<file path="src/apc_consts.vh">
// Constants of the audio path configuration block: frame layout,
// load opcodes, field positions and reset values.
// Assumes inclusion by bare name from the design and bench files.
`ifndef APC_CONSTS_VH
`define APC_CONSTS_VH

// Serial frame: one opcode byte then one 16-bit data word, MSB first
`define APC_FRAME_BITS        5'd24
`define APC_OP_MSB            23
`define APC_OP_LSB            16
`define APC_OP_LOAD_LOW       8'hB8
`define APC_OP_LOAD_HIGH      8'hB9

// Buffered (low) register fields
`define APC_VOL_PD_BIT        0
`define APC_SPK_MSB           2
`define APC_SPK_LSB           1
`define APC_OUT_SRC_MSB       4
`define APC_OUT_SRC_LSB       3
`define APC_AOUT_PD_BIT       5
`define APC_AOUT_SRC_MSB      8
`define APC_AOUT_SRC_LSB      6
`define APC_IN_SRC_BIT        9
`define APC_AUX_PD_BIT        10
`define APC_AUX_GAIN_MSB      12
`define APC_AUX_GAIN_LSB      11
`define APC_AIN_PD_BIT        13
`define APC_AIN_GAIN_MSB      15
`define APC_AIN_GAIN_LSB      14

// Commit (high) register fields
`define APC_AGC_PD_BIT        0
`define APC_FILT_PD_BIT       1
`define APC_RATE_MSB          3
`define APC_RATE_LSB          2
`define APC_FILT_SRC_BIT      4
`define APC_MIX2_MSB          6
`define APC_MIX2_LSB          5
`define APC_MIX1_MSB          8
`define APC_MIX1_LSB          7
`define APC_MIX1_SRC_MSB      10
`define APC_MIX1_SRC_LSB      9
`define APC_ATTEN_MSB         13
`define APC_ATTEN_LSB         11
`define APC_VOL_SRC_MSB       15
`define APC_VOL_SRC_LSB       14

// Field codes
`define APC_SPK_HIGH_GAIN     2'h1
`define APC_MIX_OFF           2'h3
`define APC_AOUT_PASS_THRU    3'h0

// Reset values: every stage powered down except the auxiliary output
`define APC_LOW_RESET         16'h2421
`define APC_HIGH_RESET        16'h01E3

`endif

</file>
<file path="src/apc_pin_sync.v">
// Three-stage input synchroniser with agreement filter, one per bit.
// Assumes sys_clk domain; inputs may change at any time.
`default_nettype none
module apc_pin_sync #(
	parameter WIDTH = 3,
	parameter [WIDTH-1:0] INIT = {WIDTH{1'b0}}
) (
	// Clock and reset
	input  wire             sys_clk,
	input  wire             rst_n,
	// Raw pins and filtered levels
	input  wire [WIDTH-1:0] pin_in,
	output reg  [WIDTH-1:0] level
);

	reg [WIDTH-1:0] stage1;
	reg [WIDTH-1:0] stage2;
	reg [WIDTH-1:0] stage3;

	// Level only moves when stages two and three agree
	genvar g;
	generate
		for (g = 0; g < WIDTH; g = g + 1) begin : gen_bit
			always @(posedge sys_clk or negedge rst_n) begin
				if (!rst_n) begin
					stage1[g] <= INIT[g];
					stage2[g] <= INIT[g];
					stage3[g] <= INIT[g];
					level[g]  <= INIT[g];
				end else begin
					stage1[g] <= pin_in[g];
					stage2[g] <= stage1[g];
					stage3[g] <= stage2[g];
					if (stage2[g] == stage3[g])
						level[g] <= stage3[g];
				end
			end
		end
	endgenerate

endmodule // apc_pin_sync
`default_nettype wire

</file>
<file path="src/apc_config_regs.v">
// Audio path configuration registers loaded over a serial slave port.
// Assumes a host master drives ss_n, sclk and mosi, sampled on sys_clk.
//
// Summary of operation
// - Low register bits 8..6 pick analog output source; zero means pass-through.
// - Low register bit 5 powers analog output amplifier down when one.
// - Low register bits 15..14 set analog input gain; code 01 is 9dB attenuation.
// - Low register bit 13 powers analog input amplifier down when one.
// - Low register bits 4..3 pick output source; 01 analog in, 00 volume.
// - Low register bits 2..1 drive speaker; 01 speaker high gain, aux off.
// - Low register bit 0 powers volume attenuator down when one.
// - Low register bit 10 powers auxiliary input amplifier down when one.
// - Either mixer mode field at 11 powers that mixer down.
// - High register bit 1 powers low-pass filter down when one.
// - High register bit 0 powers gain control amplifier down when one.
// - Low register bit 9 picks input source; zero selects gain control output.
// - Low register bits 12..11 hold auxiliary input gain.
// - High register bits 3..2 pick sample rate; 01 6.4 kHz, 10 5.3 kHz.
// - High register bit 4 picks filter source; zero selects first mixer.
// - High register bits 10..9 pick first mixer source; 00 analog input.
// - First mixer mode 01 takes its mux only, 10 input source only.
// - Second mixer mode 10 takes low-pass filter output only.
// - High bits 13..11 set attenuation, bits 15..14 pick volume source.
// - Both registers take effect together when select rises after a high load.
// - A low-register load waits in a buffer until the next high load.
// - Loads are accepted powered down but appear only with power-up set.
`default_nettype none
`include "apc_consts.vh"
module apc_config_regs (
	// Clock and reset
	input  wire        sys_clk,
	input  wire        rst_n,
	// Serial slave pins
	input  wire        ss_n,
	input  wire        sclk,
	input  wire        mosi,
	// Power-up bit of the control word
	input  wire        power_up_bit,
	// Analog output and input stages
	output reg  [2:0]  analog_out_source_select,
	output reg         analog_out_power_down,
	output reg         pass_through_path,
	output reg  [1:0]  analog_in_gain,
	output reg         analog_in_power_down,
	output reg  [1:0]  output_source_select,
	output reg  [1:0]  speaker_driver_control,
	output reg         speaker_high_gain,
	output reg         aux_out_power_down,
	output reg         volume_power_down,
	output reg         aux_in_power_down,
	output reg  [1:0]  aux_in_gain,
	output reg         input_source_select,
	// Mixers, filter and volume
	output reg  [1:0]  first_mixer_mode,
	output reg         first_mixer_power_down,
	output reg  [1:0]  second_mixer_mode,
	output reg         second_mixer_power_down,
	output reg  [1:0]  first_mixer_source_select,
	output reg         filter_power_down,
	output reg         gain_control_power_down,
	output reg  [1:0]  sample_rate_select,
	output reg         filter_source_select,
	output reg  [2:0]  attenuation_level,
	output reg  [1:0]  volume_source_select,
	// Status
	output reg         config_applied
);

	// Filtered pin levels
	wire        ss_n_lvl;
	wire        sclk_lvl;
	wire        mosi_lvl;
	reg         ss_n_prev;
	reg         sclk_prev;

	// Frame capture
	reg  [23:0] shift;
	reg  [4:0]  bit_count;

	reg  [15:0] path_config_low_buffered;
	reg  [15:0] path_config_high_commit;
	reg  [15:0] active_low;
	// Commit register is itself the live high setting
	wire [15:0] active_high = path_config_high_commit;
	reg         pending_apply;

	wire        sclk_rise = sclk_prev == 1'b0 && sclk_lvl == 1'b1;
	wire        frame_end = ss_n_prev == 1'b0 && ss_n_lvl == 1'b1;
	wire        frame_ok  = bit_count == `APC_FRAME_BITS;
	wire [7:0]  opcode    = shift[`APC_OP_MSB:`APC_OP_LSB];
	wire [15:0] data_word = shift[15:0];

	// Pins pass three stages; select idles high
	apc_pin_sync #(
		.WIDTH (3),
		.INIT  (3'h4)
	) u_sync (
		.sys_clk (sys_clk),
		.rst_n   (rst_n),
		.pin_in  ({ss_n, sclk, mosi}),
		.level   ({ss_n_lvl, sclk_lvl, mosi_lvl})
	);

	// Edge history of filtered levels
	always @(posedge sys_clk or negedge rst_n) begin
		if (!rst_n) begin
			ss_n_prev <= 1'b1;
			sclk_prev <= 1'b0;
		end else begin
			ss_n_prev <= ss_n_lvl;
			sclk_prev <= sclk_lvl;
		end
	end

	// Shift in MSB first; count saturates so long frames are refused
	always @(posedge sys_clk or negedge rst_n) begin
		if (!rst_n) begin
			shift     <= 24'h000000;
			bit_count <= 5'h00;
		end else if (ss_n_lvl) begin
			bit_count <= 5'h00;
		end else if (sclk_rise) begin
			shift <= {shift[22:0], mosi_lvl};
			if (bit_count != 5'h1F)
				bit_count <= bit_count + 5'h01;
		end
	end

	// Register loads at the select rising edge
	always @(posedge sys_clk or negedge rst_n) begin
		if (!rst_n) begin
			path_config_low_buffered <= `APC_LOW_RESET;
			path_config_high_commit  <= `APC_HIGH_RESET;
			active_low               <= `APC_LOW_RESET;
		end else if (frame_end && frame_ok) begin
			if (opcode == `APC_OP_LOAD_LOW)
				path_config_low_buffered <= data_word;
			if (opcode == `APC_OP_LOAD_HIGH) begin
				path_config_high_commit <= data_word;
				active_low              <= path_config_low_buffered;
			end
		end
	end

	always @(posedge sys_clk or negedge rst_n) begin
		if (!rst_n) begin
			pending_apply <= 1'b1;
		end else if (frame_end && frame_ok && opcode == `APC_OP_LOAD_HIGH) begin
			pending_apply <= 1'b1;
		end else if (power_up_bit) begin
			pending_apply <= 1'b0;
		end
	end

	// Visible settings refresh only while powered up with a commit pending
	always @(posedge sys_clk or negedge rst_n) begin
		if (!rst_n) begin
			// Decoded flags agree with the reset fields from the first cycle
			analog_out_source_select  <= 3'h0;
			analog_out_power_down     <= 1'b1;
			pass_through_path         <= 1'b1;
			analog_in_gain            <= 2'h0;
			analog_in_power_down      <= 1'b1;
			output_source_select      <= 2'h0;
			speaker_driver_control    <= 2'h0;
			speaker_high_gain         <= 1'b0;
			aux_out_power_down        <= 1'b0;
			volume_power_down         <= 1'b1;
			aux_in_power_down         <= 1'b1;
			aux_in_gain               <= 2'h0;
			input_source_select       <= 1'b0;
			first_mixer_mode          <= `APC_MIX_OFF;
			first_mixer_power_down    <= 1'b1;
			second_mixer_mode         <= `APC_MIX_OFF;
			second_mixer_power_down   <= 1'b1;
			first_mixer_source_select <= 2'h0;
			filter_power_down         <= 1'b1;
			gain_control_power_down   <= 1'b1;
			sample_rate_select        <= 2'h0;
			filter_source_select      <= 1'b0;
			attenuation_level         <= 3'h0;
			volume_source_select      <= 2'h0;
			config_applied            <= 1'b0;
		end else begin
			config_applied <= pending_apply && power_up_bit;
			if (pending_apply && power_up_bit) begin
				analog_out_source_select <= active_low[`APC_AOUT_SRC_MSB:`APC_AOUT_SRC_LSB];
				pass_through_path <= active_low[`APC_AOUT_SRC_MSB:`APC_AOUT_SRC_LSB]
					== `APC_AOUT_PASS_THRU;
				analog_out_power_down <= active_low[`APC_AOUT_PD_BIT];
				analog_in_gain <= active_low[`APC_AIN_GAIN_MSB:`APC_AIN_GAIN_LSB];
				analog_in_power_down <= active_low[`APC_AIN_PD_BIT];
				output_source_select <= active_low[`APC_OUT_SRC_MSB:`APC_OUT_SRC_LSB];
				speaker_driver_control <= active_low[`APC_SPK_MSB:`APC_SPK_LSB];
				speaker_high_gain <= active_low[`APC_SPK_MSB:`APC_SPK_LSB]
					== `APC_SPK_HIGH_GAIN;
				aux_out_power_down <= active_low[`APC_SPK_MSB:`APC_SPK_LSB]
					== `APC_SPK_HIGH_GAIN;
				volume_power_down <= active_low[`APC_VOL_PD_BIT];
				aux_in_power_down <= active_low[`APC_AUX_PD_BIT];
				aux_in_gain <= active_low[`APC_AUX_GAIN_MSB:`APC_AUX_GAIN_LSB];
				input_source_select <= active_low[`APC_IN_SRC_BIT];
				first_mixer_mode <= active_high[`APC_MIX1_MSB:`APC_MIX1_LSB];
				second_mixer_mode <= active_high[`APC_MIX2_MSB:`APC_MIX2_LSB];
				first_mixer_power_down <= active_high[`APC_MIX1_MSB:`APC_MIX1_LSB]
					== `APC_MIX_OFF;
				second_mixer_power_down <= active_high[`APC_MIX2_MSB:`APC_MIX2_LSB]
					== `APC_MIX_OFF;
				first_mixer_source_select <= active_high[`APC_MIX1_SRC_MSB:`APC_MIX1_SRC_LSB];
				filter_power_down <= active_high[`APC_FILT_PD_BIT];
				gain_control_power_down <= active_high[`APC_AGC_PD_BIT];
				sample_rate_select <= active_high[`APC_RATE_MSB:`APC_RATE_LSB];
				filter_source_select <= active_high[`APC_FILT_SRC_BIT];
				attenuation_level <= active_high[`APC_ATTEN_MSB:`APC_ATTEN_LSB];
				volume_source_select <= active_high[`APC_VOL_SRC_MSB:`APC_VOL_SRC_LSB];
			end
		end
	end

endmodule // apc_config_regs
`default_nettype wire

</file>
<file path="config.mk">
export PLATFORM = sky130hd
export DESIGN_NAME = apc_config_regs
export DESIGN_NICKNAME = d
export VERILOG_FILES = /design/src/apc_pin_sync.v /design/src/apc_config_regs.v
export VERILOG_INCLUDE_DIRS = /design/src
export SDC_FILE = /design/constraint.sdc
export NUM_CORES = 1
export LEC_CHECK = 0
export BUFFER_PORTS_ARGS = -buffer_cell sky130_fd_sc_hd__buf_2
export CORE_MARGIN = 4
export CORE_UTILIZATION = 30
export CTS_CLUSTER_DIAMETER = 150
export DETAILED_ROUTE_END_ITERATION = 16
export GPL_TIMING_DRIVEN = 0
export PLACE_DENSITY = 0.55
export SKIP_LAST_GASP = 1
export SYNTH_ARGS = -nofsm -noshare
export SYNTH_HDL_FRONTEND = slang
export SYNTH_SLANG_ARGS = --single-unit
</file>
<file path="constraint.sdc">
create_clock -name sys_clk -period 2 [get_ports sys_clk]
set_input_delay 0.2 -clock sys_clk [delete_from_list [all_inputs] [get_ports sys_clk]]
set_output_delay 0.2 -clock sys_clk [all_outputs]
set_load 0.005 [all_outputs]
</file>
# [Word level (Yosys, flattened, before mapping)]
# Index checks and enable logic that the tools add are counted.
[op_classes] add_sub_neg=1 n_mul=0 div_mod_pow=0 magnitude_cmp=0 n_eq_ne=10 n_shift=0 mux=5 bitwise_logic=3 reduce_logical=13
[op_table] op="== test 8 bit (second input constant)" count=2
[op_table] op="two-way mux 5 bit" count=3
[op_table] op="AND reduction 2 bit" count=4
[op_table] op="nonzero test 2 bit" count=3
[op_table] op="adder 5 x 1 -> 5 bit (second input constant)" count=1
[op_table] op="== test 5 bit (second input constant)" count=1
[op_table] op="logical AND 1 bit" count=5
[op_table] op="inequality test 5 bit (second input constant)" count=1
[op_table] op="== test 2 bit (second input constant)" count=2
[op_table] op="== test 1 bit" count=3
[op_table] op="zero test 3 bit" count=1
[op_table] op="NOT 1 bit" count=3
[op_table] op="== test 2 x 1 -> 1 bit (second input constant)" count=1
[op_table] op="two-way mux 1 bit" count=2
[word_totals] ff_bits=129 latch_bits=0 mem_bits_rw=0 rom_bits=0 input_bits=6 out_inout_bits=38 memories=0

# [Longest topological paths before layout]
[depth] depth_word=5 ltp_mapped=7

# [Hierarchy]
# From an unflattened synthesis, not the netlist that was laid out.
[hier_totals] cells_unflattened=293 hier_area_um2=4912.2
[modules_own_cells] module="apc_config_regs" instances=1 cells_per_inst=278 area_per_inst_um2=4573.1 seq_area_each_um2=2964.1
[modules_own_cells] module="apc_pin_sync" instances=1 cells_per_inst=15 area_per_inst_um2=339.1 seq_area_each_um2=305.3

# [Least setup slack after synthesis]
# Ideal clock, no wire load.
[synth_timing] path_kind="register to register" startpoint="register bit_count[0]" endpoint="register bit_count[3]" setup_time_ns=0.077 arrival_ns=1.895 t_required_ns=1.923 path_slack_ns=0.027 stages_incl_launch_ff=8 path_buffers=1 cell_sequence="dfrtp_1 -> ha_1 -> and3_1 -> ha_1 -> or3b_1 -> clkbuf_2 -> or3_1 -> a21oi_1"
[synth_between] elab_chain_cells=4
[synth_rtl] item="start, declared" line="apc_config_regs.v:78" rtl="reg [4:0] bit_count;"
[synth_rtl] item="start signal, assigned" line="apc_config_regs.v:125" rtl="bit_count <= bit_count + 5'h01;"
[synth_rtl] item="adder 5 x 1 -> 5 bit" line="apc_config_regs.v:125"
[synth_rtl] item="two-way mux 5 bit" line="apc_config_regs.v:124" rtl="if (bit_count != 5'h1F)"
[synth_rtl] item="two-way mux 5 bit" line="apc_config_regs.v:122" rtl="end else if (sclk_rise) begin"
[synth_rtl] item="two-way mux 5 bit" line="apc_config_regs.v:120" rtl="end else if (ss_n_lvl) begin"
# Several ways; a longest one is shown, not always the timed one. The select of a mux whose other input is x is not followed.
# A chain may end at the register's enable or synchronous reset.

# [Worst setup path in the final report]
[layout_timing] startpoint="register bit_count[1]" endpoint="register bit_count[3]"
# Same word-level chain as after synthesis.

==> impl_metrics.ini <==
[status]
run_status = completed

[critical_path]
timing.critical_path.from = bit_count[1]$_DFFE_PN0P_
worst_setup_path_type = flop to flop
worst-path-max-fanout = 5
cp-start-kind = flop
timing.rr.start = bit_count[1]$_DFFE_PN0P_
worst-endpoint-required_ns = 2.34
crit_arrival_ns = 2.30
worstSetupEndpointType = flop

[floorplan]
dieHeight_um = 138
std_cell_rows = 47
boundaryPins = 44
die_x_um = 138
design.core.area_um2 = 16500
initial_core_util = 0.305
design.die.area_um2 = 18900

[route]
routed_metal_1_wirelength_um = 3910
firstDrtPassIters = 3
detail_route.wl_per_cell_um = 14.2
met3_wirelength_um = 404
totalWireLength_um = 8490
wl_met2_um = 4040
routed-via-count = 2562
drt_first_iter_violations = 50
vias_per_cell = 4.29
highest_layer = met4
drc_errors_left = 0
ant_nets = 0

[clocking]
cts.sink_count = 129
clk_latency_ns = 0.41
cts_inserted_buffers = 17
cts_tree = yes
cts_max_path_buffers = 2
clock-root-buffer = sky130_fd_sc_hd__clkbuf_16
cts_max_level = 4
cts.clk_slew.worst_paths_ns = 0.05

[layout]
flow.area_growth_from_synthesis_pct = 25.0
fin_nets = 373
layout.core_utilization = 0.381
fraction_of_layout_instances_using_a_drive_strength_above_1 = 0.618
insertedDiodeCount = 0
layout.filler_cells = 1547

[grt]
globalRoute.totalOverflow = 0
first_global_vias = 2668
grt_max_degree = 82
grt_antenna_before_repair = 0
global_route.usage.total = 0.0990
grt_first_pass_wirelength_um = 14000

[synthesis]
seq_area_frac_synth = 0.649
synth-warning-count = 0
synthesis.area_per_instance_um2 = 17.1
synth_cells = 294
postSynthRegisterBits = 129
mappedNetlistNets = 303
cell_area_after_synthesis_um2 = 5040
synth.lib_cells_used.distinct = 35

[sta]
final_min_period_over_clock_period = 0.981
fmax_mhz = 509
final_number_of_max_transition_violations = 0
worst_slew_pin_slew_ns = 0.787
final-hold-violation-count = 0
rsz0062_at_grt = yes
slew_headroom = 0.475
final.setup_skew_ns = 0.00803
period_minus_slack_ns = 1.96
finalSetupViolCount = 0
hold-worst-slack_ns = 0.0673

[placement]
gp_routability_congestion = 0.669
numPortBuffers = 43
place_hpwl_um = 5560

[power]
power_uw = 6490
p_leak_uw = 0.00309
max-vdd-ir-drop_uv = 642
power-per-cell-area_nw_per_um2 = 1030

[worst_hold_path]
min-delay-start = power_up_bit
hold_path.class = input pin to flop

[run]
max_capacitance_violation_total = 0
what timing repair did:
item                                   in CTS  in global routing
setup endpoints to repair                   1                  9
endpoints found under the hold margin      39                  0
hold buffers                                4                  0
setup buffers                               1                  3
gates resized for setup                     1                  1
pin swaps                                   1                  2
registers in the layout, summed over array words and instances (netlist names), 2 cells and up:
signal,count
path_config_low_buffered,16
u_sync.stage3,3
aux_in_gain,2
attenuation_level,3
first_mixer_source_select,2
bit_count,5
analog_out_source_select,3
volume_source_select,2
active_high,16
shift,24
u_sync.stage2,3
u_sync.stage1,3
active_low,16
u_sync.level,3
analog_in_gain,2
first_mixer_mode,2
output_source_select,2
second_mixer_mode,2
speaker_driver_control,2
sample_rate_select,2
cell usage in the layout (no fill, tap or decap), drive strengths merged:
master | synthesis | routed
buf | 12 | 60
clkinv | 0 | 5
bufinv | 0 | 5
nor2 | 3 | 3
nor4bb | 1 | 1
and4bb | 2 | 2
ha | 3 | 3
nor3b | 2 | 2
mux2 | 104 | 104
dfrtp | 96 | 96
a21oi | 2 | 2
nand4 | 1 | 1
inv | 4 | 4
and3b | 1 | 1
maj3 | 3 | 3
dfstp | 33 | 33
o21ai | 4 | 4
nand3 | 1 | 1
dlygate4sd3 | 0 | 4
mux2i | 2 | 2
and4 | 1 | 1
nand2 | 8 | 8
nand2b | 2 | 2
and3 | 2 | 2
or3b | 1 | 1
xnor2 | 1 | 1
clkbuf | 2 | 23
o41ai | 1 | 1
or3 | 1 | 1
a21o | 1 | 1
worst max-delay path, stage by stage, from the launching register on:
cell	delay, ns
sky130_fd_sc_hd__dfrtp_1	0.40
sky130_fd_sc_hd__ha_1	0.20
sky130_fd_sc_hd__and3_1	0.19
sky130_fd_sc_hd__ha_1	0.19
sky130_fd_sc_hd__or3b_4	0.42
sky130_fd_sc_hd__or3_1	0.37
sky130_fd_sc_hd__a21oi_2	0.12
metal layers:
metal | track usage | vias up
li1 | - | 1177
met1 | 0.124 | 1328
met2 | 0.149 | 44
met3 | 0.0383 | 13
met4 | 0.0482 | 0
met5 | 0 | -
metrics by stage:
stage,worst slack [ns],std cells,cell area (µm²),setup TNS [ns]
floorplan,0.0274,294,5040,0
global placement,-0.944,557,5530,-97.32
detailed placement,-0.0999,558,5560,-0.0999
CTS,0.0134,594,6270,0
global route,-0.0140,597,6300,-0.0140
finish,0.0373,597,6300,0
synthesized netlist by cell type, drive strengths merged:
cell type / instances / area share
dfrtp: 96 / 0.48
nand2: 8 / 0.0060
nand3: 1 / 0.00099
mux2: 104 / 0.25
ha: 3 / 0.0074
or3: 1 / 0.0012
o21ai: 4 / 0.0040
nor4bb: 1 / 0.0020
nand2b: 2 / 0.0025
xnor2: 1 / 0.0017
a21oi: 2 / 0.0020
or3b: 1 / 0.0017
inv: 4 / 0.0030
mux2i: 2 / 0.0040
and3: 2 / 0.0027
maj3: 3 / 0.0060
and4: 1 / 0.0022
and4bb: 2 / 0.0057
nor3b: 2 / 0.0040
and3b: 1 / 0.0017
buf: 12 / 0.027
clkbuf: 2 / 0.0017
nand4: 1 / 0.0042
dfstp: 33 / 0.17
o41ai: 1 / 0.0017
nor2: 3 / 0.0022
a21o: 1 / 0.0015
final cells by class:
type,count,area [µm²],share of cell area
buffer,13,140,0.0222
inverter,4,15.0,0.00238
multi-input combinational,147,1620,0.257
clock inverter,10,179,0.0284
sequential,129,3270,0.519
clock buffer,22,484,0.0769
tap,220,275,0.0437
timing repair buffer,52,319,0.0507
path summary, 6_finish.rpt:
kind / endpoint / slack, ns / depth (start not counted)
setup / recovery: bit_count[3]$_DFFE_PN0P_ / 0.04 / 6
hold / removal: pending_apply$_DFFE_PN1P_ / 0.07 / 3
max in group asynchronous: u_sync.stage1[2]$_DFF_PN1_ / 0.95 / 3
hold reg to reg: u_sync.stage2[0]$_DFF_PN0_ / 0.35 / 0
setup reg to reg: bit_count[3]$_DFFE_PN0P_ / 0.04 / 6
min in group asynchronous: active_low[12]$_DFFE_PN0P_ / 0.29 / 2
logic make-up after synthesis:
logic type | count (synthesis) | share of synthesized area
flip-flops | 129 | 0.649
buffers and inverters | 18 | 0.0318
XOR/XNOR | 1 | 0.00174
AO/OA/AOI/OAI | 8 | 0.00919
AND/OR/NAND/NOR | 26 | 0.0372
multiplexers | 106 | 0.258
adder cells (fa/ha/maj) | 6 | 0.0134
where the power goes:
part / switching (µW) / internal (µW)
clock network: 1080 / 2340
registers: 106 / 2730
logic: 106 / 129
Power figures use the tool's default switching activity.
